`src/pkg/pled_regs.vh`:
```
/*
  Constants for the per-port indicator control block: register address,
  field positions, reset value, select codes and timing figures.
  Assumes a 250 MHz system clock and a 5-bit management register address.
*/
`ifndef PLED_REGS_VH
`define PLED_REGS_VH

// register map
`define PLED_CFG_ADDR      5'h14
`define PLED_CFG_RESET     16'h0422
`define PLED_SEL1_MSB      15
`define PLED_FREQ_MSB      3
`define PLED_FREQ_LSB      2
`define PLED_STR_EN_BIT    1
`define PLED_POL_BIT       0

// indicator select codes
`define PLED_SEL_SPEED     4'h0
`define PLED_SEL_TX        4'h1
`define PLED_SEL_RX        4'h2
`define PLED_SEL_COL       4'h3
`define PLED_SEL_LINK      4'h4
`define PLED_SEL_DUPLEX    4'h5
`define PLED_SEL_ACT       4'h7
`define PLED_SEL_ON        4'h8
`define PLED_SEL_OFF       4'h9
`define PLED_SEL_FAST      4'hA
`define PLED_SEL_SLOW      4'hB
`define PLED_SEL_LINK_RX   4'hC
`define PLED_SEL_DUP_COL   4'hD
`define PLED_SEL_LINK_ACT  4'hE

// stretch duration codes
`define PLED_FREQ_30       2'h0
`define PLED_FREQ_60       2'h1
`define PLED_FREQ_100      2'h2

// timing: clock rate, times in ms, cycles derived from them
`define PLED_CLK_KHZ       250000
`define PLED_MS_TICK_CYC   (`PLED_CLK_KHZ * 1)
`define PLED_STRETCH_30_MS 7'h1E
`define PLED_STRETCH_60_MS 7'h3C
`define PLED_STRETCH_100_MS 7'h64
`define PLED_FAST_HALF_MS  9'h032
`define PLED_SLOW_HALF_MS  9'h0FA

// serial outputs at reset: polarity bit is 0, so off means high
`define PLED_SER_RESET     3'h7

`endif

```
`src/hw/pled_stretch.v`:
```
/*
  Event pulse stretcher counting whole milliseconds.
  Assumes a one-cycle ms_tick enable from the parent's divider.
*/
`timescale 1ns/100ps
module pled_stretch (
  input  wire       clk,
  input  wire       rst,
  input  wire       ev,
  input  wire       ms_tick,
  input  wire [6:0] dur_ms,
  output wire       active
);
  reg [6:0] cnt_r;

  // load one extra tick: the first tick may come at once, so the hold is
  // never shorter than the duration; a new event restarts the interval
  always @(posedge clk or posedge rst) begin
    if (rst)
      cnt_r <= 7'h00;
    else if (ev)
      cnt_r <= dur_ms + 7'h01;
    else if (ms_tick && (cnt_r != 7'h00))
      cnt_r <= cnt_r - 7'h01;
  end

  assign active = ev | (cnt_r != 7'h00);
endmodule // pled_stretch

```
`src/hw/pled_sync.v`:
```
/*
  Three-flop synchroniser for one status input from outside the clock
  domain. Assumes a single system clock and an async active-high reset.
*/
`timescale 1ns/100ps
module pled_sync (
  input  wire clk,
  input  wire rst,
  input  wire d,
  output reg  q
);
  reg f1_r;
  reg f2_r;
  reg f3_r;

  // first flop feeds only the second; output moves when 2nd and 3rd agree
  always @(posedge clk or posedge rst) begin
    if (rst) begin
      f1_r <= 1'b0;
      f2_r <= 1'b0;
      f3_r <= 1'b0;
      q    <= 1'b0;
    end else begin
      f1_r <= d;
      f2_r <= f1_r;
      f3_r <= f2_r;
      if (f2_r == f3_r)
        q <= f3_r;
    end
  end
endmodule // pled_sync

```
`src/hw/pled_top.v`:
```
/*
  Per-port indicator control: configuration register, event stretching,
  test blink patterns and the three indicator outputs, discrete and serial.
  Assumes the management interface decodes frames and presents a register
  address with one-cycle read and write strobes on CLOCK; status inputs
  come from port logic that may run on other clocks.
*/
`timescale 1ns/100ps
`include "pled_regs.vh"

// Function
// - Indicator one select at bits 15:12, reset shows port speed continuously.
// - Codes 0001, 0010, 0011 show transmit, receive, collision, stretched.
// - Code 0100 shows link, 0101 duplex, both continuous and unstretched.
// - Code 0111 shows stretched receive-or-transmit activity.
// - Codes 1000 on, 1001 off, 1010 fast blink, 1011 slow blink.
// - 1100 link plus receive, 1110 link plus activity; 0110, 1111 reserved.
// - Combined link displays stay solidly on while link is up.
// - Secondary event in combined link displays makes the indicator blink.
// - Duplex combined display solid while full duplex, blinks on collision.
// - Combined displays always stretch, regardless of the global enable.
// - Duplex indication may linger briefly after link loss.
// - Indicator two select at bits 11:8, same codes, resets to link.
// - Indicator three select at bits 7:4, same codes, resets to receive.
// - Bits 3:2 pick stretch 30, 60 or 100 ms; 11 reserved; reset 00.
// - Bit 1 enables stretching of the transmit, receive, collision and activity codes; resets to one.
// - Bit 0 sets serial polarity: one active high, zero active low.
module pled_top #(
  parameter MS_TICK_CYC = `PLED_MS_TICK_CYC
) (
  input  wire        CLOCK,
  input  wire        SYS_RST,
  input  wire [4:0]  REG_ADDR,
  input  wire        REG_WR,
  input  wire        REG_RD,
  input  wire [15:0] REG_WDATA,
  output reg  [15:0] REG_RDATA,
  output reg         REG_RVALID,
  input  wire        LINK_UP,
  input  wire        SPEED_100,
  input  wire        FULL_DUPLEX,
  input  wire        TX_ACT,
  input  wire        RX_ACT,
  input  wire        COLLISION,
  output reg  [2:0]  IND_ON,
  output reg  [2:0]  IND_SER
);

  // event part of a select code; zero for continuous and reserved codes
  function ev_of;
    input [3:0] sel;
    input       tx;
    input       rx;
    input       col;
    begin
      case (sel)
        `PLED_SEL_TX:       ev_of = tx;
        `PLED_SEL_RX:       ev_of = rx;
        `PLED_SEL_COL:      ev_of = col;
        `PLED_SEL_ACT:      ev_of = tx | rx;
        `PLED_SEL_LINK_RX:  ev_of = rx;
        `PLED_SEL_LINK_ACT: ev_of = tx | rx;
        `PLED_SEL_DUP_COL:  ev_of = col;
        default:            ev_of = 1'b0;
      endcase
    end
  endfunction

  // stretch duration in ms from the duration field
  function [6:0] dur_of;
    input [1:0] freq;
    begin
      case (freq)
        `PLED_FREQ_30:  dur_of = `PLED_STRETCH_30_MS;
        `PLED_FREQ_60:  dur_of = `PLED_STRETCH_60_MS;
        `PLED_FREQ_100: dur_of = `PLED_STRETCH_100_MS;
        // reserved code: take the longest so nothing is cut short
        default:        dur_of = `PLED_STRETCH_100_MS;
      endcase
    end
  endfunction

  // displayed level for one indicator, before polarity
  function disp_of;
    input [3:0] sel;
    input       str_en;
    input       ev_raw;
    input       ev_str;
    input       link;
    input       spd;
    input       dup;
    input       fast;
    input       slow;
    reg         plain_ev;
    begin
      plain_ev = str_en ? ev_str : ev_raw;
      case (sel)
        `PLED_SEL_SPEED:    disp_of = spd;
        `PLED_SEL_TX,
        `PLED_SEL_RX,
        `PLED_SEL_COL:      disp_of = plain_ev;
        `PLED_SEL_LINK:     disp_of = link;
        `PLED_SEL_DUPLEX:   disp_of = dup;
        `PLED_SEL_ACT:      disp_of = plain_ev;
        `PLED_SEL_ON:       disp_of = 1'b1;
        `PLED_SEL_OFF:      disp_of = 1'b0;
        `PLED_SEL_FAST:     disp_of = fast;
        `PLED_SEL_SLOW:     disp_of = slow;
        // solid while link (or duplex for 1101) up, blink phase knocks it off during events
        `PLED_SEL_LINK_RX,
        `PLED_SEL_LINK_ACT: disp_of = link & ~(ev_str & fast);
        `PLED_SEL_DUP_COL:  disp_of = dup & ~(ev_str & fast);
        default:            disp_of = 1'b0;
      endcase
    end
  endfunction

  reg  [15:0] cfg_r;
  reg  [17:0] div_r;
  reg         ms_tick_r;
  reg  [8:0]  fast_cnt_r;
  reg  [8:0]  slow_cnt_r;
  reg         fast_ph_r;
  reg         slow_ph_r;
  wire [5:0]  st_raw;
  wire [5:0]  st_s;
  wire        link_s;
  wire        spd_s;
  wire        dup_s;
  wire        tx_s;
  wire        rx_s;
  wire        col_s;
  wire        str_en;
  wire        pol;
  wire [6:0]  dur_ms;
  wire [2:0]  disp;
  wire        cfg_hit;

  // last divider count, sized once so the compare below stays 18 bits wide
  localparam [17:0] MS_LAST = MS_TICK_CYC - 1;

  assign cfg_hit = (REG_ADDR == `PLED_CFG_ADDR);
  assign str_en  = cfg_r[`PLED_STR_EN_BIT];
  assign pol     = cfg_r[`PLED_POL_BIT];
  assign dur_ms  = dur_of(cfg_r[`PLED_FREQ_MSB:`PLED_FREQ_LSB]);

  // configuration register; writes to other addresses are not ours
  always @(posedge CLOCK or posedge SYS_RST) begin
    if (SYS_RST)
      cfg_r <= `PLED_CFG_RESET;
    else if (REG_WR && cfg_hit)
      cfg_r <= REG_WDATA;
  end

  // read answer one cycle after the strobe; other addresses read zero
  always @(posedge CLOCK or posedge SYS_RST) begin
    if (SYS_RST) begin
      REG_RDATA  <= 16'h0000;
      REG_RVALID <= 1'b0;
    end else begin
      REG_RVALID <= REG_RD;
      if (REG_RD)
        REG_RDATA <= cfg_hit ? cfg_r : 16'h0000;
    end
  end

  // millisecond enable; every slower rate hangs off this one tick
  always @(posedge CLOCK or posedge SYS_RST) begin
    if (SYS_RST) begin
      div_r     <= 18'h00000;
      ms_tick_r <= 1'b0;
    end else if (div_r == MS_LAST) begin
      div_r     <= 18'h00000;
      ms_tick_r <= 1'b1;
    end else begin
      div_r     <= div_r + 18'h00001;
      ms_tick_r <= 1'b0;
    end
  end

  // blink phases: fixed half periods, fast well below slow
  always @(posedge CLOCK or posedge SYS_RST) begin
    if (SYS_RST) begin
      fast_cnt_r <= 9'h000;
      slow_cnt_r <= 9'h000;
      fast_ph_r  <= 1'b0;
      slow_ph_r  <= 1'b0;
    end else if (ms_tick_r) begin
      if (fast_cnt_r == `PLED_FAST_HALF_MS - 9'h001) begin
        fast_cnt_r <= 9'h000;
        fast_ph_r  <= ~fast_ph_r;
      end else begin
        fast_cnt_r <= fast_cnt_r + 9'h001;
      end
      if (slow_cnt_r == `PLED_SLOW_HALF_MS - 9'h001) begin
        slow_cnt_r <= 9'h000;
        slow_ph_r  <= ~slow_ph_r;
      end else begin
        slow_cnt_r <= slow_cnt_r + 9'h001;
      end
    end
  end

  // status from port logic on other clocks; short glitches are filtered
  assign st_raw = {COLLISION, RX_ACT, TX_ACT, FULL_DUPLEX, SPEED_100, LINK_UP};
  genvar s;
  generate
    for (s = 0; s < 6; s = s + 1) begin : g_sync
      pled_sync u_sync (
        .clk (CLOCK),
        .rst (SYS_RST),
        .d   (st_raw[s]),
        .q   (st_s[s])
      );
    end
  endgenerate
  assign link_s = st_s[0];
  assign spd_s  = st_s[1];
  assign dup_s  = st_s[2];
  assign tx_s   = st_s[3];
  assign rx_s   = st_s[4];
  assign col_s  = st_s[5];

  // one select field, stretcher and output pair per indicator
  genvar i;
  generate
    for (i = 0; i < 3; i = i + 1) begin : g_ind
      wire [3:0] sel;
      wire       ev_raw;
      wire       ev_str;
      // indicator one at 15:12, two at 11:8, three at 7:4
      assign sel    = cfg_r[`PLED_SEL1_MSB - 4*i -: 4];
      assign ev_raw = ev_of(sel, tx_s, rx_s, col_s);
      pled_stretch u_str (
        .clk     (CLOCK),
        .rst     (SYS_RST),
        .ev      (ev_raw),
        .ms_tick (ms_tick_r),
        .dur_ms  (dur_ms),
        .active  (ev_str)
      );
      assign disp[i] = disp_of(sel, str_en, ev_raw, ev_str, link_s, spd_s,
                               dup_s, fast_ph_r, slow_ph_r);
    end
  endgenerate

  // registered outputs; serial copy follows the polarity bit
  always @(posedge CLOCK or posedge SYS_RST) begin
    if (SYS_RST) begin
      IND_ON  <= 3'h0;
      IND_SER <= `PLED_SER_RESET;
    end else begin
      IND_ON  <= disp;
      IND_SER <= pol ? disp : ~disp;
    end
  end

endmodule // pled_top

```
`config.mk`:
```
export PLATFORM = sky130hd
export DESIGN_NAME = pled_top
export DESIGN_NICKNAME = d
export VERILOG_FILES = /design/src/hw/pled_stretch.v /design/src/hw/pled_sync.v /design/src/hw/pled_top.v
export VERILOG_INCLUDE_DIRS = /design/src /design/src/pkg
export SDC_FILE = /design/constraint.sdc
export NUM_CORES = 1
export LEC_CHECK = 0
export BUFFER_PORTS_ARGS = -buffer_cell sky130_fd_sc_hd__buf_2
export CAP_MARGIN = 20
export CORE_ASPECT_RATIO = 0.75
export CORE_MARGIN = 2
export CORE_UTILIZATION = 49
export DETAILED_ROUTE_END_ITERATION = 16
export GPL_ROUTABILITY_DRIVEN = 0
export GPL_TIMING_DRIVEN = 1
export MAX_ROUTING_LAYER = met4
export PLACE_DENSITY = 0.68
export REMOVE_ABC_BUFFERS = 1
export SYNTH_ARGS = -nofsm -noshare
export SYNTH_HDL_FRONTEND = slang
export SYNTH_SLANG_ARGS = --single-unit
export TNS_END_PERCENT = 20
```
`constraint.sdc`:
```
create_clock -name CLOCK -period 4.9 [get_ports CLOCK]
set_input_delay 0.245 -clock CLOCK [delete_from_list [all_inputs] [get_ports CLOCK]]
set_output_delay 0.245 -clock CLOCK [all_outputs]
set_load 0.01 [all_outputs]
```
; Yosys cells after proc, flatten, opt, wreduce, memory -nomap -nowiden
; Cells that the tools add are included.
[classes]
n_addsub = 7
n_eq_ne = 47
n_mux = 22
bitwise_logic = 19
reduce_logical = 31
[op_table]
columns = op, n
row1 = "4-bit equality test, second input constant", 18
row2 = 7-bit 2-to-1 mux, 6
row3 = "4-bit by 3-bit equality test with 1-bit output, second input constant", 9
row4 = 1-bit one-hot mux with 9 select lines, 3
row5 = "4-bit by 2-bit equality test with 1-bit output, second input constant", 6
row6 = 2-bit OR reduction, 12
row7 = 7-bit nonzero test, 3
row8 = "7-bit by 1-bit subtractor with 7-bit output, second input constant", 3
row9 = "18-bit by 1-bit adder with 18-bit output, second input constant", 1
row10 = "9-bit by 1-bit adder with 9-bit output, second input constant", 2
row11 = "18-bit equality test, second input constant", 1
row12 = 18-bit 2-to-1 mux, 1
row13 = 9-bit 2-to-1 mux, 2
row14 = 16-bit 2-to-1 mux, 1
row15 = 7-bit one-hot mux with 2 select lines, 1
row16 = "4-bit by 1-bit equality test with 1-bit output, second input constant", 3
row17 = 4-bit zero test, 3
row18 = 1-bit one-hot mux with 4 select lines, 3
row19 = 4-bit OR reduction, 3
row20 = 1-bit bitwise AND, 9
row21 = "9-bit by 6-bit equality test with 1-bit output, second input constant", 1
row22 = "9-bit by 8-bit equality test with 1-bit output, second input constant", 1
row23 = "7-bit by 1-bit adder with 7-bit output, second input constant", 1
row24 = 1-bit equality test, 6
row25 = other kinds (11), 27
[totals]
ff_bits = 123
input_bits = 31
wordCells = 164

; Logic depth before layout (Yosys ltp)
; Gate-level depths: netlist of run 1.
[depth]
word_depth = 10
mapped_depth = 8
mapped_depth_nobuf = 7

; Modules after synthesis
; Synthesis of run 1 repeated with hierarchy kept, for this count alone.
[unflattened]
cells_unflattened = 626
hier_area_um2 = 6321.1
[by_module_without_submodules]
columns = module, instances, cells_each, area_per_inst_um2
row1 = pled_top, 1, 413, 4012.6
row2 = pled_stretch, 3, 59, 539.3
row3 = pled_sync, 6, 6, 115.1

; Worst setup path before layout of run 1
; No wires, ideal clock.
[synth_path]
path_kind = reg-to-reg
startpoint = register cfg_r[5]
endpoint = register IND_SER[2]
setup_time_ns = 0.075
t_arrival_ns = 1.858
required_time_ns = 4.825
slack_ns = 2.966
path_stages_with_launch = 9
path_buffers = 2
period_less_slack_ns = 1.934
path_cell_list = dfstp_2 buf_2 and3b_1 o211ai_2 nand3_1 or2_0 buf_2 o311ai_2 xnor2_1
[synth_between]
elab_chain_len = 10
[synth_lines]
columns = item, line
row1 = start: declaration, pled_top.v:118  ; reg [15:0] cfg_r;
row2 = start signal: assignment, pled_top.v:150  ; cfg_r <= `PLED_CFG_RESET;
row3 = 4-bit equality test (tied with other cells), "pled_top.v:56, pled_top.v:97"
row4 = 2-bit OR reduction (no source line), --
row5 = 1-bit one-hot mux with 4 select lines, pled_top.v:56  ; case (sel)
row6 = 1-bit bitwise OR, pled_stretch.v:27  ; assign active = ev | (cnt_r != 7'h00);
row7 = 1-bit bitwise AND, "pled_top.v:111, pled_top.v:112"
row8 = 1-bit NOT, "pled_top.v:111, pled_top.v:112"
row9 = 1-bit bitwise AND (on tied branches), "pled_top.v:112, pled_top.v:111"
row10 = 1-bit one-hot mux with 9 select lines (*), pled_top.v:97  ; case (sel)
row11 = via disp[2], pled_top.v:136  ; wire [2:0] disp;
row12 = 3-bit NOT, pled_top.v:254  ; IND_SER <= pol ? disp : ~disp;
row13 = 3-bit 2-to-1 mux (*), pled_top.v:254
row14 = end signal: assignment, pled_top.v:251  ; IND_SER <= `PLED_SER_RESET;
row15 = end signal: assignment, pled_top.v:254
row16 = end: declaration, pled_top.v:46  ; output reg [2:0] IND_SER
; The timed path passes the listed nets; every way through them passes the cells marked *.
; A chain may end at the register's enable or synchronous reset.

; Worst setup path in the final report of run 1
[layout_path]
startpoint = register cfg_r[12]
endpoint = register IND_SER[0]
; The elaborated chain is that of the path after synthesis.

==> impl_metrics.py, run 1 <==
metrics = {
    "synth": {
        "synthAdderAreaFrac": 0.0391,
        "ys_seq_area_frac": 0.530,
        "avgSynthCellArea_sq_um": 10.5,
        "synthesis.area_sq_mm": 0.00583,
        "ys_async_sr_fraction": 1.00,
        "yosysMostFrequentCell": "dfrtp_1",
        "synth_top_family_by_area": "simple AND/OR/NAND/NOR gates",
        "synth-compound-area-share": 0.0953,
        "synthMuxAreaShare": 0.0505,
        "synthSimpleGateAreaFrac": 0.176,
        "synth_commonest_cells": "dfrtp_1, nand2_1, inv_1",
        "ys_ff_latch": 123,
        "synthTopCellsByArea": "dfrtp_1, nand2_1, xnor2_1, mux2_1, dfstp_2",
        "synth_ff_type": "dfrtp_1",
        "post_synth_num_cell_types": 54,
        "yosysTopAreaCellShare": 0.502,
        "synth_area_leader_cell": "dfrtp_1",
        "synth-edff-count": 0,
        "netlist_instances": 553,
        "synth-xor-area-share": 0.0646,
        "ys_warn_count": 0,
    },
    "cells_and_area": {
        "final_util": 0.591,
        "multi_input_area_sq_mm": 0.00248,
        "layout.nets": 652,
        "diodes": 0,
        "seq_area_sq_mm": 0.00309,
        "areaGrowthSynthToFinish_pct": 17.9,
        "drive_gt1_frac": 0.170,
        "fillerInstances": 967,
    },
    "die": {
        "rows": 34,
        "die_x_microns": 130,
        "die_y_microns": 98.4,
        "num_io_pins": 54,
        "core_area_sq_mm": 0.0116,
        "start_util": 0.502,
        "dieArea_sq_mm": 0.0128,
    },
    "pwr": {
        "powerDensity_mw_per_mm2": 430,
        "power_mw": 2.95,
        "p_leak_nw": 3.01,
        "peakVddDrop_mv": 0.298,
    },
    "cts": {
        "clkLatencyLatePin_ns": 0.42,
        "cts_root_buffer": "clkbuf_16",
        "clk_pin_slew_ns": 0.06,
        "ctsHtreeMaxLevel": 4,
        "cts_tree": "done",
        "clock_path_buffers": 2,
        "post-cts-setup-buffers": 0,
        "cts_buffers": 17,
        "cts.sinks": 123,
    },
    "detailed_routing": {
        "vias_per_cell": 5.30,
        "first_pass_iters": 4,
        "drt_iter0_drc": 217,
        "wl_per_cell_microns": 15.0,
        "route.detailed.drc": 0,
        "ant_nets": 0,
        "vias": 4157,
        "detail_route.wirelength_microns": 11800,
    },
    "critical_path": {
        "start_kind": "flop",
        "r2r-end": "IND_SER[0]",
        "slowest_stage": "dfrtp_1",
        "r2r_cells": 5,
        "path_class": "reg -> reg",
        "cp_max_fo": 14,
        "required_ns": 5.24,
        "critPathTopFamily": "compound AO/OA/AOI/OAI gates",
        "path_cells": "and3b_1 > a221o_1 > or2_1 > o311ai_4 > xnor2_1",
        "critical_path_buf_inv_count": 0,
        "cp-end-kind": "flop",
        "crit_cells": 5,
        "max_stage_delay_ns": 0.59,
        "regToRegSetupSlack_ns": 2.77,
        "rr_startpoint": "cfg_r[12]",
        "arrival_ns": 2.47,
    },
    "global_route": {
        "globalRouteTotalUtil": 0.207,
        "grt_max_degree": 83,
        "grt-ovfl-total": 0,
        "antenna_found_initial": 0,
        "grt_pass1_wl_microns": 19900,
        "grt_pass1_vias": 4116,
    },
    "placement": {
        "dpl.hpwl_microns": 8000,
        "port_buffers": 53,
    },
    "sta": {
        "final.setup.tns_ns": 0,
        "final_max_slew_viol_count": 0,
        "clock_skew_ns": 0.00701,
        "period_minus_slack_ns": 2.13,
        "fin_crit_sh": 0.434,
        "tightest_slew_ns": 0.889,
        "report.final.setup_viol": 0,
        "hold_viol_final": 0,
        "hold_ws_ns": 0.0395,
        "fmax_mhz": 470,
        "slew_headroom": 0.402,
        "rsz0062_at_grt": "no",
    },
    "run_status": {
        "status": "complete, no violations",
    },
    "min_path": {
        "whs_path_depth": 2,
        "holdPathEnd": "cfg_r[9]",
        "hp-start": "REG_WDATA[9]",
        "hold_path.class": "in -> reg",
    },
    "run": {
        "cap_violations": 0,
    },
}
worst register-to-register path: stages, from the launching register on:
cell      delay, ns
dfrtp_1        0.59
and3b_1        0.24
a221o_1        0.37
or2_1          0.35
o311ai_4       0.34
xnor2_1        0.15
flip-flops by register name (all words and copies together), names as in the netlist:
signal / flops
ms_tick_r: 1
fast_ph_r: 1
g_ind.u_str.cnt_r: 21
div_r: 18
REG_RVALID: 1
cfg_r: 16
fast_cnt_r: 9
IND_ON: 3
slow_cnt_r: 9
g_sync.u_sync.f2_r: 6
IND_SER: 3
REG_RDATA: 16
g_sync.u_sync.f3_r: 6
slow_ph_r: 1
g_sync.u_sync.f1_r: 6
g_sync.u_sync.q: 6
report_power, final:
group	leakage [nW]	switching [mW]	internal [mW]
combinational	1.20	0.205	0.209
clock	0.276	0.469	0.764
sequential	1.53	0.151	1.15
per-layer routing:
| metal | part of all wire | GRT usage | vias to the layer above |
|---|---|---|---|
| li1 | - | - | 2023 |
| met1 | 0.47 | 0.278 | 2008 |
| met2 | 0.46 | 0.305 | 108 |
| met3 | 0.060 | 0.0559 | 18 |
| met4 | 0.017 | 0.0703 | 0 |
| met5 | 0 | - | - |
timing repair:
| item | CTS | global route |
|---|---|---|
| resized for setup | 0 | 0 |
| hold buffers | 6 | 1 |
| hold endpoints to repair | 6 | 11 |
placed cells by master (no fill, tap or decap), types with 7 or more instances in the layout:
master,instances
nor4_1,11
dlygate4sd3_1,7
nor3_1,7
xnor2_1,25
clkbuf_16,17
maj3_1,9
a31oi_1,10
buf_2,53
nand3_1,20
mux2i_1,8
nor2_1,27
a21oi_1,12
o21a_1,9
nand2b_1,8
o21ai_1,25
xor2_1,18
dfrtp_1,117
nand2_1,68
ha_1,11
mux2_1,18
nand4_1,10
inv_1,32
cell families after synthesis:
logic type | count (synthesis)
and+or+nand+nor | 197
DFF | 123
AOI/OAI and AO/OA | 82
buffers and inverters | 61
xor gates and xnor gates | 43
muxes | 27
adders and majority gates | 20
worst max path at each step:
stage                                 start    endpoint  slack (ns)
floorplan                           SYS_RST   IND_ON[0]        1.39
global placement                  cfg_r[12]  IND_SER[0]        2.86
detailed placement                cfg_r[12]  IND_SER[0]        2.80
CTS                               cfg_r[12]  IND_SER[0]        2.77
global route        g_ind[2].u_str.cnt_r[2]  IND_SER[2]        2.63
finish                            cfg_r[12]  IND_SER[0]        2.77
per-stage QoR:
| stage | instances | instance area, sq um | setup slack [ns] |
|---|---|---|---|
| 2_1_floorplan | 528 | 5700 | 1.39 |
| 3_3_place_gp | 745 | 6180 | 2.86 |
| 3_5_place_dp | 745 | 6180 | 2.80 |
| 4_1_cts | 783 | 6830 | 2.77 |
| 5_1_grt | 785 | 6870 | 2.63 |
| 6_report | 785 | 6870 | 2.77 |
area by class of cell:
| type | instances | area share |
|---|---|---|
| multi-input combinational | 369 | 0.361 |
| clock inverter | 13 | 0.0210 |
| clock buffer | 19 | 0.0645 |
| tap | 162 | 0.0295 |
| sequential | 123 | 0.449 |
| inverter | 36 | 0.0200 |
| timing repair buffer | 63 | 0.0550 |
Note: power is estimated with default switching activity, not from simulation.
==> run 2: changes to the inputs <==
PLACE_DENSITY = 0.7   (was 0.68)
clock period = 1.73 ns   (was 4.9 ns; I/O delays follow)
==> run 2 against run 1 <==
Effect of this change:
- the run now ends with negative setup slack left
- global-route usage up 2.8 points
- critical path depth up 1
- cell count up 13%
- die area unchanged
- clock power rose to 2.9 times the previous value
- via count up 13%
- sequential power rose to 2.8 times the previous value
- non-clock buffer count up 100
- setup slack worse by 2.9 ns
- register-to-register slack worse by 2.9 ns
- critical path type unchanged
- critical endpoint is now IND_SER[1]
- highest routed layer unchanged
==> impl_metrics.py, run 2 (same netlist as run 1, synthesis figures left out) <==
metrics = {
    "sta": {
        "fin_ws_ns": -0.165,
        "clock_skew_ns": 0.00841,
        "tightest_slew_ns": 0.526,
        "fin_crit_sh": 1.10,
        "hold_viol_final": 0,
        "rsz0062_at_grt": "yes",
        "final_max_slew_viol_count": 0,
        "slew_headroom": 0.641,
        "fmax_mhz": 528,
        "report.final.setup_viol": 14,
        "hold_ws_ns": 0.0325,
        "period_minus_slack_ns": 1.90,
    },
    "critical_path": {
        "rr_startpoint": "cfg_r[10]",
        "arrival_ns": 2.24,
        "start_kind": "flop",
        "required_ns": 2.08,
        "path_class": "reg -> reg",
        "r2r-end": "IND_SER[1]",
        "cp-end-kind": "flop",
        "r2r_cells": 6,
        "cp_max_fo": 7,
        "regToRegSetupSlack_ns": -0.17,
    },
    "run_status": {
        "violations": "negative setup slack",
        "status": "finished, violations left",
    },
    "cells_and_area": {
        "layout.nets": 752,
        "reg_top3": "g_ind.u_str.cnt_r x21, div_r x18",
        "largest_register_ffs": 21,
        "diodes": 0,
        "fillerInstances": 872,
        "regMostFlops": "g_ind.u_str.cnt_r",
        "drive_gt1_frac": 0.307,
        "final_util": 0.678,
        "mostFrequentLayoutCells": "dfrtp_1, buf_4, nand2_1, buf_2, inv_1",
        "areaGrowthSynthToFinish_pct": 35.2,
        "final_common_cell": "dfrtp_1",
        "final_area_sq_mm": 0.00788,
    },
    "global_route": {
        "grt-ovfl-total": 0,
        "globalRouteTotalUtil": 0.235,
        "antenna_found_initial": 0,
        "grt_max_degree": 52,
        "grt_pass1_vias": 4736,
        "grt_pass1_wl_microns": 22700,
    },
    "run": {
        "cap_violations": 0,
    },
    "die": {
        "core_area_sq_mm": 0.0116,
        "rows": 34,
        "die_y_microns": 98.4,
        "num_io_pins": 54,
        "dieArea_sq_mm": 0.0128,
        "start_util": 0.502,
        "die_x_microns": 130,
    },
    "pwr": {
        "p_leak_nw": 3.55,
        "powerDensity_mw_per_mm2": 1170,
        "power_mw": 9.18,
        "peakVddDrop_mv": 0.826,
    },
    "min_path": {
        "hp-start": "REG_RD",
        "holdPathEnd": "REG_RVALID",
        "whs_path_depth": 2,
        "hold_path.class": "in -> reg",
    },
    "cts": {
        "clkLatencyLatePin_ns": 0.42,
        "cts_tree": "done",
        "clk_pin_slew_ns": 0.06,
        "ctsHtreeMaxLevel": 4,
        "cts.sinks": 123,
        "clock_path_buffers": 2,
        "cts_buffers": 17,
        "cts_root_buffer": "clkbuf_16",
    },
    "detailed_routing": {
        "wl_per_cell_microns": 15.7,
        "ant_nets": 0,
        "route.detailed.drc": 0,
        "drt_iter0_drc": 327,
        "detail_route.wirelength_microns": 13900,
        "vias_per_cell": 5.30,
        "vias": 4687,
        "first_pass_iters": 5,
    },
    "placement": {
        "place_ws_ns": -0.164,
        "place_area_sq_mm": 0.00679,
        "dpl.hpwl_microns": 8840,
        "port_buffers": 53,
    },
}
[run 2: changes by cell type in the layout (fill, tap and decap cells not counted), moves of 4 or more]
cell           delta
nand2_2           +5
nor4_1            -4
dlygate4sd3_1    +16
buf_6             +9
buf_4            +74
nand2_1           -6
[run 2: critical path, cell delays in order (launching register included)]
cell and delay [ns]:
dfstp_2 0.59, or3b_1 0.17, a21oi_2 0.07, a221o_1 0.29
or2_4 0.27, o311ai_4 0.28, xnor2_1 0.15
[run 2: power breakdown]
part           switching (mW)  total (mW)  internal (mW)
combinational           0.939        2.05           1.11
clock                    1.34        3.51           2.16
sequential              0.361        3.63           3.27
total                    2.64        9.18           6.54
[run 2: worst max-delay path by stage]
stage / from / to / slack, ns / cells after the start
after floorplan: SYS_RST / IND_ON[0] / -1.62 / 1
after global placement: cfg_r[10] / IND_SER[1] / -0.12 / 6
after detailed placement: cfg_r[10] / IND_SER[1] / -0.16 / 6
after CTS: cfg_r[5] / IND_SER[2] / -0.11 / 6
after global routing: g_ind[1].u_str.cnt_r[2] / IND_SER[1] / -0.24 / 7
final: cfg_r[10] / IND_SER[1] / -0.17 / 6
[run 2: routing by layer]
layer,vias up,routed length (microns),track usage
li1,2222,-,-
met5,-,0,-
met2,138,6890,0.374
met1,2314,6170,0.296
met4,0,141,0.0778
met3,13,737,0.0575
[run 2: final cells by class]
type / count / area (sq um) / area share
Clock buffer: 19 / 443 / 0.0562
Clock inverter: 13 / 143 / 0.0181
Inverter: 36 / 138 / 0.0175
Multi-Input combinational cell: 369 / 2660 / 0.337
Sequential cell: 123 / 3090 / 0.392
Tap cell: 162 / 203 / 0.0257
Timing Repair Buffer: 163 / 1210 / 0.153
[run 2: metrics by stage]
step,TNS [ns],cells
after detailed placement,-1.82,823
after global placement,-0.945,823
final,-1.20,885
after CTS,-0.628,883
after floorplan,-195.30,528
after global routing,-2.20,885
[run 2: repair_timing]
item,CTS,global route
setup buffers,5,2
pin swaps,11,16
hold buffers,23,0
hold endpoints to repair,51,0
resized for setup,19,30
endpoints found under the setup margin,24,32
